===== src/hdl/adss_pkg.sv =====
// Constants shared by the autoranging dual-slope sequencer
package adss_pkg;

    // ------------------------------------------------------------
    // Timing counts, in internal (divided) clock ticks
    // ------------------------------------------------------------
    localparam int LINE_TICKS      = 1000;   // One line cycle
    localparam int OSC_PER_LINE    = 2000;   // Oscillator cycles per line cycle
    localparam int R2_AZ_SHORTFALL = 360;    // Range 2..4 cycle is shorter by this
    localparam int R4_INT_TICKS    = 10000;  // Range 4 integration, ten line cycles
    localparam int MEAS_TICKS      = 24000;  // Fixed measurement period
    localparam int OVL_COUNT       = 4000;   // Deintegration overload limit
    localparam int UNDER_COUNT     = 360;    // Underrange threshold
    localparam int R1_GATE_GAP     = 100;    // Range 1: one tick in 100 -> 10 ticks
    localparam int R2_GATE_GAP     = 10;     // Range 2: one tick in 10 -> 100 ticks
    localparam int BP_HALF_TICKS   = 400;    // Backplane half period

    // ------------------------------------------------------------
    // Widths and ranges
    // ------------------------------------------------------------
    localparam int CNT_W  = 12;
    localparam int PH_W   = 14;
    localparam int MEAS_W = 15;
    localparam logic [1:0] RANGE_1 = 2'h0;
    localparam logic [1:0] RANGE_4 = 2'h3;

    // ------------------------------------------------------------
    // Sequencer states
    // ------------------------------------------------------------
    typedef enum logic [2:0] {
        ST_AZ    = 3'h0,
        ST_INT   = 3'h1,
        ST_DSAMP = 3'h2,
        ST_POS_SEL_A = 3'h3,
        ST_FINAL = 3'h4
    } adss_state_type;

endpackage


===== src/hdl/adss_sequencer.sv =====
// Autoranging dual-slope measurement sequencer
`timescale 1ns/100ps

module adss_sequencer #(
    parameter int NSEG         = 16,
    parameter int LINE_TICKS   = adss_pkg::LINE_TICKS,
    parameter int R4_INT_TICKS = adss_pkg::R4_INT_TICKS,
    parameter int MEAS_TICKS   = adss_pkg::MEAS_TICKS,
    parameter int OVL_COUNT    = adss_pkg::OVL_COUNT
) (
    input  wire logic                      MCLK,
    input  wire logic                      RST,
    input  wire logic                      CMP_IN,
    input  wire logic [NSEG-1:0]           SEG_FIRST,
    input  wire logic [NSEG-1:0]           SEG_SECOND,
    output logic                           OFFSET_CANCEL_PHASE,
    output logic                           INTEG_CONNECT,
    output logic                           POS_SEL_A,
    output logic                           NEG_SEL_B,
    output logic [1:0]                     RANGE,
    output logic                           UNDERRANGE,
    output logic                           OVERLOAD,
    output logic [adss_pkg::CNT_W-1:0]     DISP_COUNT,
    output logic [1:0]                     DISP_RANGE,
    output logic                           OVERLOAD_GLYPH,
    output logic                           DISP_UPDATE,
    output logic                           BACKPLANE1,
    output logic                           BACKPLANE2,
    output logic [NSEG-1:0]                SEG_DRV
);

    localparam int CW = adss_pkg::CNT_W;
    localparam int PW = adss_pkg::PH_W;
    localparam int MW = adss_pkg::MEAS_W;

    // ------------------------------------------------------------
    // Internal clock tick
    // ------------------------------------------------------------
    logic div_r;
    logic tick;

    always_ff @(posedge MCLK) begin
        if (RST) begin
            div_r <= 1'b0;
        end else begin
            div_r <= ~div_r;
        end
    end

    // all phase counts advance once per two input clocks
    assign tick = div_r;

    // ------------------------------------------------------------
    // State and counters
    // ------------------------------------------------------------
    adss_pkg::adss_state_type state_r;
    adss_pkg::adss_state_type state_nxt;
    logic [PW-1:0]  ph_cnt_r;
    logic [PW-1:0]  ph_cnt_nxt;
    logic [MW-1:0]  meas_cnt_r;
    logic [CW-1:0]  dcnt_r;
    logic [CW-1:0]  dcnt_nxt;
    logic [1:0]     range_r;
    logic [1:0]     range_nxt;
    logic           first_r;
    logic           first_nxt;
    logic           pol_r;
    logic           pol_nxt;
    logic           under_r;
    logic           under_nxt;
    logic           ovl_r;
    logic           ovl_nxt;
    logic           latch_now;
    logic           latch_ovl;

    // ------------------------------------------------------------
    // Phase lengths and decode
    // ------------------------------------------------------------
    wire [PW-1:0] az_len   = first_r ? PW'(LINE_TICKS)
                                     : PW'(LINE_TICKS - adss_pkg::R2_AZ_SHORTFALL);
    wire [PW-1:0] int_len  = (range_r == adss_pkg::RANGE_4) ? PW'(R4_INT_TICKS)
                                                            : PW'(LINE_TICKS);
    wire          az_done  = (ph_cnt_r == az_len - PW'(1));
    wire          int_done = (ph_cnt_r == int_len - PW'(1));
    wire          meas_end = (meas_cnt_r >= MW'(MEAS_TICKS - 1));
    wire          crossed  = (CMP_IN != pol_r);
    wire          at_ovl   = (dcnt_r == CW'(OVL_COUNT - 1));
    wire          below    = (dcnt_r < CW'(adss_pkg::UNDER_COUNT));
    wire          last_rng = (range_r == adss_pkg::RANGE_4);

    // range 1 gate, one tick in every 100
    wire gate_r1 = (ph_cnt_r % PW'(adss_pkg::R1_GATE_GAP)) == PW'(0);
    // range 2 gate, one tick in every 10
    wire gate_r2 = (ph_cnt_r % PW'(adss_pkg::R2_GATE_GAP)) == PW'(0);
    // ranges 3 and 4 integrate on every tick
    wire int_gate = (range_r == 2'h0) ? gate_r1 :
                    (range_r == 2'h1) ? gate_r2 : 1'b1;

    // ------------------------------------------------------------
    // Next-state logic
    // ------------------------------------------------------------
    always_comb begin
        state_nxt  = state_r;
        ph_cnt_nxt = ph_cnt_r;
        dcnt_nxt   = dcnt_r;
        range_nxt  = range_r;
        first_nxt  = first_r;
        pol_nxt    = pol_r;
        under_nxt  = under_r;
        ovl_nxt    = ovl_r;
        latch_now  = 1'b0;
        latch_ovl  = 1'b0;
        if (tick) begin
            unique case (state_r)
                adss_pkg::ST_AZ: begin
                    ph_cnt_nxt = ph_cnt_r + PW'(1);
                    if (az_done) begin
                        state_nxt  = adss_pkg::ST_INT;
                        ph_cnt_nxt = '0;
                    end
                end
                adss_pkg::ST_INT: begin
                    ph_cnt_nxt = ph_cnt_r + PW'(1);
                    // range 4 window is 10000 ticks
                    if (int_done) begin
                        state_nxt  = adss_pkg::ST_DSAMP;
                        ph_cnt_nxt = '0;
                    end
                end
                adss_pkg::ST_DSAMP: begin
                    pol_nxt   = CMP_IN;
                    dcnt_nxt  = '0;
                    state_nxt = adss_pkg::ST_POS_SEL_A;
                end
                adss_pkg::ST_POS_SEL_A: begin
                    dcnt_nxt = dcnt_r + CW'(1);
                    // stop on comparator change; step range if below underrange and not range 4, else latch
                    if (crossed) begin
                        dcnt_nxt = dcnt_r;
                        if (below && !last_rng) begin
                            under_nxt = 1'b1;
                            range_nxt = range_r + 2'h1;
                            first_nxt = 1'b0;
                            state_nxt = adss_pkg::ST_AZ;
                        end else begin
                            latch_now = 1'b1;
                            state_nxt = adss_pkg::ST_FINAL;
                        end
                    // no crossing by 4000 is overload
                    end else if (at_ovl) begin
                        ovl_nxt   = 1'b1;
                        latch_now = 1'b1;
                        latch_ovl = 1'b1;
                        state_nxt = adss_pkg::ST_FINAL;
                    end
                end
                adss_pkg::ST_FINAL: begin
                    if (meas_end) begin
                        state_nxt  = adss_pkg::ST_AZ;
                        range_nxt  = adss_pkg::RANGE_1;
                        first_nxt  = 1'b1;
                        ph_cnt_nxt = '0;
                        under_nxt  = 1'b0;
                        ovl_nxt    = 1'b0;
                    end
                end
                default: begin
                    state_nxt = adss_pkg::ST_AZ;
                end
            endcase
        end
    end

    // ------------------------------------------------------------
    // Sequencer registers
    // ------------------------------------------------------------
    // reset starts the initial offset cancel
    always_ff @(posedge MCLK) begin
        if (RST) begin
            state_r <= adss_pkg::ST_AZ;
            ph_cnt_r <= '0;
            dcnt_r <= '0;
            range_r <= adss_pkg::RANGE_1;
            first_r <= 1'b1;
            pol_r <= 1'b0;
            under_r <= 1'b0;
            ovl_r <= 1'b0;
        end else begin
            state_r <= state_nxt;
            ph_cnt_r <= ph_cnt_nxt;
            dcnt_r <= dcnt_nxt;
            range_r <= range_nxt;
            first_r <= first_nxt;
            pol_r <= pol_nxt;
            under_r <= under_nxt;
            ovl_r <= ovl_nxt;
        end
    end

    // Measurement period counter; restarts with the range search
    wire meas_restart = tick && (state_r == adss_pkg::ST_FINAL) && meas_end;

    always_ff @(posedge MCLK) begin
        if (RST || meas_restart) begin
            meas_cnt_r <= '0;
        end else if (tick) begin
            meas_cnt_r <= meas_cnt_r + MW'(1);
        end
    end

    // ------------------------------------------------------------
    // Display latches
    // ------------------------------------------------------------
    logic [CW-1:0] disp_cnt_r;
    logic [1:0]    disp_rng_r;
    logic          glyph_r;
    logic          upd_r;

    // copy result into the output latches
    always_ff @(posedge MCLK) begin
        if (RST) begin
            disp_cnt_r <= '0;
            disp_rng_r <= adss_pkg::RANGE_1;
            glyph_r <= 1'b0;
            upd_r <= 1'b0;
        end else begin
            upd_r <= latch_now;
            if (latch_now) begin
                disp_cnt_r <= dcnt_r;
                disp_rng_r <= range_r;
                glyph_r <= latch_ovl;
            end
        end
    end

    // ------------------------------------------------------------
    // Duplex segment drive
    // ------------------------------------------------------------
    logic [PW-1:0]   bp_cnt_r;
    logic            bp_sel_r;
    logic [NSEG-1:0] seg_r;
    wire             bp_flip = tick && (bp_cnt_r == PW'(adss_pkg::BP_HALF_TICKS - 1));

    always_ff @(posedge MCLK) begin
        if (RST) begin
            bp_cnt_r <= '0;
            bp_sel_r <= 1'b0;
        end else if (bp_flip) begin
            bp_cnt_r <= '0;
            bp_sel_r <= ~bp_sel_r;
        end else if (tick) begin
            bp_cnt_r <= bp_cnt_r + PW'(1);
        end
    end

    // first segment on backplane 1, second on backplane 2
    always_ff @(posedge MCLK) begin
        if (RST) begin
            seg_r <= '0;
        end else begin
            seg_r <= bp_sel_r ? SEG_SECOND : SEG_FIRST;
        end
    end

    // ------------------------------------------------------------
    // Outputs
    // ------------------------------------------------------------
    // buffers tied to common during offset cancel
    assign OFFSET_CANCEL_PHASE = (state_r == adss_pkg::ST_AZ)
                              || (state_r == adss_pkg::ST_FINAL);
    // integrate node connected only on gated ticks
    assign INTEG_CONNECT = (state_r == adss_pkg::ST_INT) && int_gate;
    assign POS_SEL_A = (state_r == adss_pkg::ST_POS_SEL_A) && pol_r;
    assign NEG_SEL_B = (state_r == adss_pkg::ST_POS_SEL_A) && !pol_r;

    assign RANGE          = range_r;
    assign UNDERRANGE     = under_r;
    assign OVERLOAD       = ovl_r;
    assign DISP_COUNT     = disp_cnt_r;
    assign DISP_RANGE     = disp_rng_r;
    // overload pattern held in display latch
    assign OVERLOAD_GLYPH = glyph_r;
    assign DISP_UPDATE    = upd_r;
    assign BACKPLANE1     = ~bp_sel_r;
    assign BACKPLANE2     = bp_sel_r;
    assign SEG_DRV        = seg_r;

endmodule


===== config.mk =====
export PLATFORM = sky130hd
export DESIGN_NAME = adss_sequencer
export DESIGN_NICKNAME = d
export VERILOG_FILES = /design/src/hdl/adss_pkg.sv /design/src/hdl/adss_sequencer.sv
export SDC_FILE = /design/constraint.sdc
export NUM_CORES = 1
export LEC_CHECK = 0
export ABC_AREA = 1
export BUFFER_PORTS_ARGS = -buffer_cell sky130_fd_sc_hd__buf_2
export CORE_MARGIN = 1.5
export CORE_UTILIZATION = 42
export CTS_BUF_LIST = sky130_fd_sc_hd__clkbuf_8 sky130_fd_sc_hd__clkbuf_16
export DETAILED_ROUTE_END_ITERATION = 8
export RECOVER_POWER = 25
export SYNTH_ARGS = -nofsm -noshare
export SYNTH_HDL_FRONTEND = slang
export SYNTH_SLANG_ARGS = --single-unit
export TNS_END_PERCENT = 50

===== constraint.sdc =====
create_clock -name MCLK -period 6.5 [get_ports MCLK]
set_clock_uncertainty 0.15 [all_clocks]
set_input_delay 1.3 -clock MCLK [delete_from_list [all_inputs] [get_ports MCLK]]
set_output_delay 1.3 -clock MCLK [all_outputs]
set_load 0.05 [all_outputs]

==> results of run 1 <==
-- per-layer routing --
layer | global-route usage (%) | vias up | routed length (µm)
met5 | 0 | - | 0
met1 | 25.7 | 2842 | 7570
met2 | 30.7 | 77 | 7260
met4 | 4.14 | 0 | 111
met3 | 3.08 | 11 | 423
li1 | - | 3348 | -
-- kinds of logic after synthesis --
group,count (synthesis)
and+or+nand+nor,538
buffers and inverters,150
AOI/OAI and AO/OA,145
DFF,98
xor gates and xnor gates,20
adders and majority gates,8
-- critical path, delay by kind of cell (launching register included) --
kind                   cells  cell delay (ns)
and+or+nand+nor           35             3.04
AOI/OAI and AO/OA          3             0.43
buffers and inverters      6             0.57
DFF                        1             0.38
-- power by group through the flow --
stage	Clock (W)	Combinational [W]	Sequential, W
floorplan	0	0.0000293	0.000645
CTS	0.000626	0.0000716	0.000613
finish	0.000609	0.0000701	0.000612
detailed placement	0	0.0000715	0.000627
global route	0.000646	0.0000772	0.000612
global placement	0	0.0000713	0.000627
-- repair_timing --
action | in CTS | in global routing
pin swaps | 0 | 61
buffers inserted | 0 | 33
gates resized for setup | 2 | 135
hold buffers | 0 | 0
endpoints found under the setup margin | 1 | 1
-- worst max path at each step --
| stage | slack (ns) | end | cells past startpoint |
|---|---|---|---|
| floorplan | 0.89 | INTEG_CONNECT | 45 |
| global placement | 0.21 | INTEG_CONNECT | 37 |
| detailed placement | 0.21 | INTEG_CONNECT | 37 |
| CTS | 0.007 | INTEG_CONNECT | 37 |
| global route | -0.09 | INTEG_CONNECT | 45 |
| finish | 0.32 | INTEG_CONNECT | 44 |
-- flip-flops by register name, summed over array words and instances (netlist names), 2 cells and up --
signal / count
DISP_COUNT: 12
DISP_RANGE: 2
RANGE: 2
SEG_DRV: 16
bp_cnt_r: 14
dcnt_r: 12
meas_cnt_r: 15
ph_cnt_r: 14
state_r: 3
-- layout make-up --
| type | instances | area, µm² |
|---|---|---|
| clock buffers | 9 | 225 |
| clock inverters | 7 | 116 |
| fillers | 1450 | 6740 |
| inverters | 125 | 493 |
| multi-input cells | 711 | 4170 |
| flip-flops and latches | 98 | 1980 |
| well taps | 184 | 230 |
| repair buffers | 113 | 642 |
-- stage by stage --
step / hold slack, ns / setup WS [ns] / cell area [µm²] / setup TNS, ns
6_report: 0.289 / 0.318 / 7850 / 0
4_1_cts: 0.292 / 0.00736 / 7120 / 0
2_1_floorplan: 0.272 / 0.893 / 6290 / 0
5_1_grt: 0.327 / -0.0857 / 7850 / -0.0857
3_5_place_dp: 0.280 / 0.213 / 6770 / 0
3_3_place_gp: 0.271 / 0.211 / 6770 / 0
-- placed cells by master, fill, tap and decap left out, types with 14 or more instances in the layout --
master,instances
buf_4,34
clkbuf_1,17
buf_2,60
dfxtp_1,93
nand2_4,33
nor3_1,29
nand3_1,61
nand3_2,19
nand4_1,22
nand2_2,59
o21ai_0,46
inv_2,15
nor2_1,111
nand2_1,161
inv_1,100
a21oi_1,51
xor2_1,14
==> summary.txt, run 1 <==
Logic synthesis
  – EDFF count, synth: 0
  – Async SR Flop Fraction: 0%
  – Number of distinct library cells after synthesis: 49
  – Post-synthesis adder-cell area fraction: between 1.5 and 2%
  – Most frequent cells after synthesis: nand2_1, nor2_1, inv_1, dfxtp_1, nand3_1
  – Synth Net Count: 1,002
  – Synth Register Bits: 98
  – Number of synthesis warnings: 0
  – Most frequent cell after synthesis: nand2_1
  – Synthesized area per cell: 6.55 µm²
  – Post-synth top flop: dfxtp_1
  – Main combinational cell family by area after synthesis: simple AND/OR/NAND/NOR gates
  – Synthesized-area fraction occupied by ao, oa, aoi and oai cells: about an eighth
  – Synth top area cells: dfxtp_1, nand2_1, nor2_1
  – Synth Area in Simple Gates: 40.9%
  – Xor-xnor portion of the synthesized cell area: 2.79%
  – Largest area contributor in the netlist: dfxtp_1
  – Mapped Area: ~6300 µm²
  – Top cell type's share of synthesized area: 31.2%
  – Mux cell area share after synthesis: 0%
  – Mapped Cells: 959
  – Register area share after synthesis: about 31%

Layout
  – Final #Nets: 1,101
  – Area Growth Syn to Fin: 24.9%
  – Final core occ: between 50% and 60%
  – Post-Layout Cell Count: 1,247
  – Diodes inserted: 0
  – Layout cell share with drive strength beyond 1: 26.9%

Status
  – Status: finished, final reports clean

Floorplan
  – Die width: 125 µm
  – DIE HEIGHT: 125 µm
  – Die area: 15,700 µm²
  – Row count: 44
  – Boundary Pins: 77
  – Core area: about 15,000 µm²
  – Starting Density: 43.1%

Critical path
  – R2R Path End: ph_cnt_r[5]$_SDFFE_PP0P_
  – Biggest cell delay along the critical path: 0.38 ns
  – Crit path top cell by count: nand2_2
  – Slowest CP cell: dfxtp_4
  – FF-to-FF path depth: 13
  – Largest fanout on the critical path: 6
  – CP Class: flip-flop to output port
  – Setup crit start: ph_cnt_r[13]$_SDFFE_PP0P_
  – Crit start category: flip-flop
  – CP endpoint kind: output port
  – Worst EP required: just over 5 ns
  – Reg-to-reg slack, setup: 3.09 ns
  – Reg-to-reg startpoint: meas_cnt_r[4]$_SDFFE_PP0P_
  – Data arrival, critical path: ~4.7 ns

Routing
  – Initial drt markers: approximately 290
  – Post-route ant nets: 0
  – 1st-pass router iterations: 5
  – Final wirelength: ~15,000 µm
  – Post-DR wirelength/cell: 12.3 µm
  – Drt via density: 5.03
  – Vias: between 6,000 and 7,000
  – DRC: 0

Timing
  – Slew Viols, Final: 0
  – Fin crit share: 95.1%
  – Rel. slew slack: between 10% and 20%
  – Worst-Margin Slew: 1.27 ns
  – Final setup violation count: 0
  – Fmax: 0.162 GHz
  – Min Tclk post-route: 6.18 ns
  – Final hold viol count: 0

CTS
  – Cts bufs inserted: 9
  – Clk root buf: clkbuf_16
  – Clk_lat worst skew: 0.34 ns
  – CTS tree: yes
  – Max Root-Sink Buffers: 2
  – Sink Count: 98
  – CTS H-Tree Depth: 3
  – Clock-pin slew on the worst setup and hold paths: 0.07 ns

Global routing
  – GRT Overall Usage: a little under a fifth
  – Initial antenna violation count: 0
  – Wire length of the first global-routing pass: 25,000 µm
  – Vias in the first global route: 5,460
  – Largest net degree at the start of global routing: 36
  – GRT overflow: 0

Worst hold path
  – Hold Path Depth: 1
  – Hold path startpoint: div_r$_SDFF_PP0_
  – Hold Crit Class: flip-flop to flip-flop
  – WHS Endpoint: div_r$_SDFF_PP0_

Place
  – Dpl hpwl: 11,100 µm
  – Buffers on Ports: 76
  – Final RePlAce weighted congestion: 0.827
  – DP Cell Count: 1,198

Power
  – Reg power frac: 47.4%
  – Leak pwr: 3.69 nW
  – Tot Pwr: 0.00129 W
  – Clock power frac: 47.2%
  – Power Density: roughly 160 nW/µm²
  – Max VDD drop: 115 µV
  – Net Sw Power: 0.000285 W
  – Switching portion of total power: 22.1%
  – Combinational power share: 5.4%
  – Internal power: approximately 0.0010 W

Run
  – Max-cap check violation count: 0
(Power assumes the default switching activity.)
==> run 2, diff against run 1 <==
--- a/config.mk
+++ b/config.mk
@@ -7,10 +7,13 @@
 export LEC_CHECK = 0
 export ABC_AREA = 1
 export BUFFER_PORTS_ARGS = -buffer_cell sky130_fd_sc_hd__buf_2
+export CELL_PAD_IN_SITES_DETAIL_PLACEMENT = 1
+export CELL_PAD_IN_SITES_GLOBAL_PLACEMENT = 2
 export CORE_MARGIN = 1.5
-export CORE_UTILIZATION = 42
+export CORE_UTILIZATION = 32
 export CTS_BUF_LIST = sky130_fd_sc_hd__clkbuf_8 sky130_fd_sc_hd__clkbuf_16
 export DETAILED_ROUTE_END_ITERATION = 8
+export PLACE_DENSITY_LB_ADDON = 0.1
 export RECOVER_POWER = 25
 export SYNTH_ARGS = -nofsm -noshare
 export SYNTH_HDL_FRONTEND = slang
==> summary.txt, run 2 (synthesis gave the netlist of run 1 again) <==
Status
  – Status: complete, but fails checks
  – Failing checks: max-capacitance violations, max-slew violations

Floorplan
  – DIE HEIGHT: 143 µm
  – Die area: 20,500 µm²
  – Die width: about 140 µm
  – Core area: about 19,000 µm²
  – Row count: 51
  – Boundary Pins: between 70 and 80
  – Starting Density: about a third

Power
  – Switching portion of total power: 25.7%
  – Combinational power share: 6.0%
  – Clock power frac: 43.8%
  – Reg power frac: 50.3%
  – Internal power: around 0.0009 W
  – Leak pwr: 3.63 nW
  – Power Density: 154 nW/µm²
  – Tot Pwr: 0.00122 W
  – Net Sw Power: 0.000313 W
  – Max VDD drop: roughly 140 µV

Timing
  – RSZ-0062 raised after global routing: yes
  – Rel. slew slack: -5.14%
  – Final hold viol count: 0
  – Fmax: 0.160 GHz
  – Fin crit share: between 90% and 100%
  – Worst-Margin Slew: 1.58 ns
  – Final setup violation count: 0
  – Min Tclk post-route: 6.23 ns
  – Slew Viols, Final: 39

Global routing
  – Wire length of the first global-routing pass: ~30,000 µm
  – Initial antenna violation count: 0
  – GRT overflow: 0
  – Vias in the first global route: between 6,000 and 7,000
  – Largest net degree at the start of global routing: 39
  – GRT Overall Usage: around 18%

Place
  – Placed Area: roughly 6900 µm²
  – Buffers on Ports: 76
  – Dpl hpwl: approximately 13,000 µm
  – Final RePlAce weighted congestion: 0.766

Critical path
  – Data arrival, critical path: 4.78 ns
  – Slowest CP cell: dfxtp_4
  – Worst EP required: 5.05 ns
  – Reg-to-reg slack, setup: 2.97 ns
  – Crit path top cell by count: nand2_4
  – CP endpoint kind: output port
  – Largest fanout on the critical path: 7
  – CP Class: flip-flop to output port
  – Crit start category: flip-flop
  – Biggest cell delay along the critical path: 0.40 ns

Routing
  – Initial drt markers: 212
  – Drt via density: between 4 and 5
  – DRC: 0
  – 1st-pass router iterations: 4
  – Post-route ant nets: 0
  – Vias: 6,327
  – Final wirelength: between 15,000 and 20,000 µm
  – Post-DR wirelength/cell: 13.5 µm

Run
  – Max-cap check violation count: 1

Layout
  – Final #Nets: 1,097
  – Final instance area: 7920 µm²
  – Max reg flops: 16
  – Layout cell share with drive strength beyond 1: 27.3%
  – Leading cell type in the layout, fill and taps excluded: nand2_1
  – Diodes inserted: 0
  – Commonest non-fill, non-tap cells in the layout: nand2_1, nor2_1, inv_1, dfxtp_1, nand2_2
  – Area Growth Syn to Fin: 26.0%

CTS
  – CTS tree: yes
  – Post-CTS Hold Buffers: 0
  – Cts bufs inserted: 9
  – Clk root buf: clkbuf_16
  – CTS H-Tree Depth: 3
  – Max Root-Sink Buffers: 2
  – Sink Count: between 90 and 100
  – Clock-pin slew on the worst setup and hold paths: 0.07 ns
  – Clk_lat worst skew: 0.35 ns

Worst hold path
  – Hold Crit Class: flip-flop to flip-flop
-- run 2: cell types whose count changed in the layout (fill, tap and decap cells not counted), moves of 2 or more --
cell,previous run,this run
inv_6,3,1
buf_4,34,30
bufinv_16,3,0
nand2_2,59,63
nand2_1,161,153
inv_1,100,98
o21ai_1,6,4
nand2_4,33,36
nor2_1,111,114
nor2_2,8,4
nand3_2,19,17
a21boi_2,0,2
clkinv_4,0,3
-- run 2: worst max-delay path, delay by kind of cell (launching register included) --
family          cells  cell delay (ns)
compound gates      4             0.59
buf+inv             2             0.24
simple gates       35             3.19
flops               1             0.40
-- run 2: what timing repair did --
action                                  4_1_cts  5_1_grt
setup buffers                                 1       24
pin swaps                                     3       60
endpoints found under the setup margin        1        1
resized for setup                            12      136
-- run 2: worst paths after layout --
| path | cells after the start | end | start |
|---|---|---|---|
| max | 41 | INTEG_CONNECT | ph_cnt_r[10]$_SDFFE_PP0P_ |
| min | 1 | dcnt_r[11]$_SDFFE_PP0P_ | dcnt_r[11]$_SDFFE_PP0P_ |
| max reg2reg | 11 | dcnt_r[11]$_SDFFE_PP0P_ | div_r$_SDFF_PP0_ |
| min reg2reg | 1 | dcnt_r[11]$_SDFFE_PP0P_ | dcnt_r[11]$_SDFFE_PP0P_ |
-- run 2: power by group through the flow --
stage / clock network (W) / logic, W / registers, W
4_1_cts: 0.000555 / 0.0000754 / 0.000612
6_report: 0.000532 / 0.0000726 / 0.000611
5_1_grt: 0.000575 / 0.0000801 / 0.000613
3_5_place_dp: 0 / 0.0000752 / 0.000627
2_1_floorplan: 0 / 0.0000293 / 0.000645
3_3_place_gp: 0 / 0.0000747 / 0.000627
-- run 2: per-stage QoR --
step / cells / setup TNS (ns) / worst slack (ns) / utilization (%) / hold slack (ns)
6_report: 1324 / 0 / 0.267 / 41.0 / 0.309
5_1_grt: 1324 / -0.200 / -0.200 / 41.0 / 0.341
4_1_cts: 1300 / 0 / 0.000699 / 37.4 / 0.312
3_5_place_dp: 1283 / 0 / 0.0587 / 35.7 / 0.285
3_3_place_gp: 1283 / 0 / 0.0991 / 35.7 / 0.277
2_1_floorplan: 959 / 0 / 0.893 / - / 0.272
-- run 2: cell type report --
class	count	area, µm²
fill	2506	11400
multi-input combinational	711	4220
sequential	98	1980
timing repair buffer	109	612
inverter	125	493
tap	265	332
clock buffer	10	239
clock inverter	6	50.0
-- run 2: routing by layer --
layer | wire (µm) | global-route usage [%]
met1 | 8780 | 23.1
met2 | 8700 | 30.5
met3 | 232 | 2.52
met4 | 164 | 4.07
met5 | 0 | 0
==> run 3, diff against run 2 <==
--- a/config.mk
+++ b/config.mk
@@ -10,7 +10,7 @@
 export CELL_PAD_IN_SITES_DETAIL_PLACEMENT = 1
 export CELL_PAD_IN_SITES_GLOBAL_PLACEMENT = 2
 export CORE_MARGIN = 1.5
-export CORE_UTILIZATION = 32
+export CORE_UTILIZATION = 35
 export CTS_BUF_LIST = sky130_fd_sc_hd__clkbuf_8 sky130_fd_sc_hd__clkbuf_16
 export DETAILED_ROUTE_END_ITERATION = 8
 export PLACE_DENSITY_LB_ADDON = 0.1
==> constraint.sdc (replaced) <==
create_clock -name MCLK -period 7.5 [get_ports MCLK]
set_clock_uncertainty 0.15 [all_clocks]
set_input_delay 1.5 -clock MCLK [delete_from_list [all_inputs] [get_ports MCLK]]
set_output_delay 1.5 -clock MCLK [all_outputs]
set_load 0.05 [all_outputs]
==> summary.txt, run 3 (synthesis gave the netlist of run 1 again) <==
Floorplan
  – Boundary Pins: between 70 and 80
  – Starting Density: 36.1%
  – Core area: 17,400 µm²
  – Die width: between 100 and 150 µm
  – Die area: between 15,000 and 20,000 µm²
  – Row count: 48
  – DIE HEIGHT: 137 µm

Timing
  – Fin crit share: 91.7%
  – Final TNS setup: 0 ns
  – Min Tclk post-route: just under 7 ns
  – Slew Viols, Final: 0
  – Final hold viol count: 0
  – Final setup violation count: 0
  – Fmax: 0.145 GHz
  – Rel. slew slack: 29.9%
  – Worst-Margin Slew: 1.05 ns
  – RSZ-0062 raised after global routing: no

Global routing
  – Wire length of the first global-routing pass: around 28,000 µm
  – GRT Overall Usage: 18.5%
  – Largest net degree at the start of global routing: 25
  – Vias in the first global route: 6,002
  – Initial antenna violation count: 0
  – GRT overflow: 0

CTS
  – Postcts setup bufs: 0
  – Clk_lat worst skew: 0.36 ns
  – CTS H-Tree Depth: 3
  – CTS tree: yes
  – Clk root buf: clkbuf_16
  – Post-cts repair resize count: 0
  – Max Root-Sink Buffers: 2
  – Cts bufs inserted: 9
  – Sink Count: 98
  – Post-CTS Hold Buffers: 0
  – Clock-pin slew on the worst setup and hold paths: 0.07 ns

Critical path
  – Data arrival, critical path: 5.23 ns
  – Biggest cell delay along the critical path: 0.48 ns
  – CP Class: flip-flop to output port
  – Reg-to-reg slack, setup: 4.02 ns
  – Critical Path Sink: INTEG_CONNECT
  – Setup crit start: ph_cnt_r[9]$_SDFFE_PP0P_
  – R2R Path End: ph_cnt_r[13]$_SDFFE_PP0P_
  – Reg-to-reg startpoint: meas_cnt_r[4]$_SDFFE_PP0P_
  – Crit path top cell by count: nand2_2
  – Worst EP required: 5.85 ns
  – FF-to-FF path depth: 13
  – Largest fanout on the critical path: 11
  – Crit start category: flip-flop
  – CP endpoint kind: output port
  – Slowest CP cell: dfxtp_2

Layout
  – Area of the multi-input gates: ~3700 µm²
  – Commonest non-fill, non-tap cells in the layout: nand2_1, nor2_1, inv_1, dfxtp_1, nand3_1
  – Layout cell share with drive strength beyond 1: 16.3%
  – Leading cell type in the layout, fill and taps excluded: nand2_1
  – Final #Nets: about 1,100
  – FILL cells: 2,349
  – Seq. cell area: between 1500 and 2000 µm²
  – Max reg flops: 16
  – Final instance area: between 7000 and 8000 µm²
  – Area Growth Syn to Fin: 12.6%
  – Diodes inserted: 0

Power
  – Tot Pwr: around 0.0011 W
  – Leak pwr: about 3.2 nW
  – Max VDD drop: between 100 and 150 µV
  – Power Density: between 100 and 150 nW/µm²

Status
  – Status: finished, final reports clean

Run
  – Max-cap check violation count: 0

Worst hold path
  – Hold Crit Class: flip-flop to flip-flop

Routing
  – Post-DR wirelength/cell: 13.3 µm
  – Initial drt markers: 242
  – Post-route ant nets: 0
  – Drt via density: 4.92
  – DRC: 0
  – 1st-pass router iterations: 4
  – Vias: 6,174
  – Final wirelength: 16,700 µm

Place
  – Final RePlAce weighted congestion: 0.761
  – Buffers on Ports: 76
  – Placed Area: 6820 µm²
  – Dpl hpwl: approximately 13,000 µm
[run 3: cell type report]
type / instances / share of cell area (%)
clock buffer: 10 / 3.38
clock inverter: 6 / 0.778
inverter: 125 / 6.86
multi-input combinational: 711 / 52.1
sequential: 98 / 27.8
tap: 225 / 3.98
timing repair buffer: 79 / 5.15
[run 3: critical path: cells and delay by family, from the launching register on]
kind,cells,cell delay (ns)
flip-flops,1,0.48
buffers and inverters,2,0.53
AND/OR/NAND/NOR,29,2.93
AO/OA/AOI/OAI,6,0.92
[run 3: power by group]
part | internal (W) | switching, W
Clock | 0.000242 | 0.000224
Sequential | 0.000527 | 0.00000555
Combinational | 0.0000172 | 0.0000423
Total | 0.000786 | 0.000272
[run 3: per-layer routing]
layer  routed length [µm]  global-route usage (%)
met1                 8410                    24.4
met2                 7930                    31.9
met3                  252                    2.78
met4                  143                    3.86
met5                    0                       0
[run 3: worst min-delay path by stage]
stage	startpoint	endpoint	slack (ns)	depth (start not counted)
global route	dcnt_r[11]$_SDFFE_PP0P_	dcnt_r[11]$_SDFFE_PP0P_	0.33	1
CTS	dcnt_r[11]$_SDFFE_PP0P_	dcnt_r[11]$_SDFFE_PP0P_	0.31	1
detailed placement	dcnt_r[11]$_SDFFE_PP0P_	dcnt_r[11]$_SDFFE_PP0P_	0.30	1
floorplan	dcnt_r[11]$_SDFFE_PP0P_	dcnt_r[11]$_SDFFE_PP0P_	0.27	1
finish	dcnt_r[11]$_SDFFE_PP0P_	dcnt_r[11]$_SDFFE_PP0P_	0.31	1
global placement	dcnt_r[11]$_SDFFE_PP0P_	dcnt_r[11]$_SDFFE_PP0P_	0.29	1
[run 3: through the flow]
step / hold WS, ns / cells / worst slack [ns] / utilization (%)
6_report: 0.313 / 1254 / 0.623 / 40.6
2_1_floorplan: 0.272 / 959 / 1.69 / -
4_1_cts: 0.308 / 1254 / 0.302 / 40.8
5_1_grt: 0.325 / 1254 / 0.00738 / 40.6
3_3_place_gp: 0.293 / 1238 / 0.719 / 39.1
3_5_place_dp: 0.295 / 1238 / 0.697 / 39.1
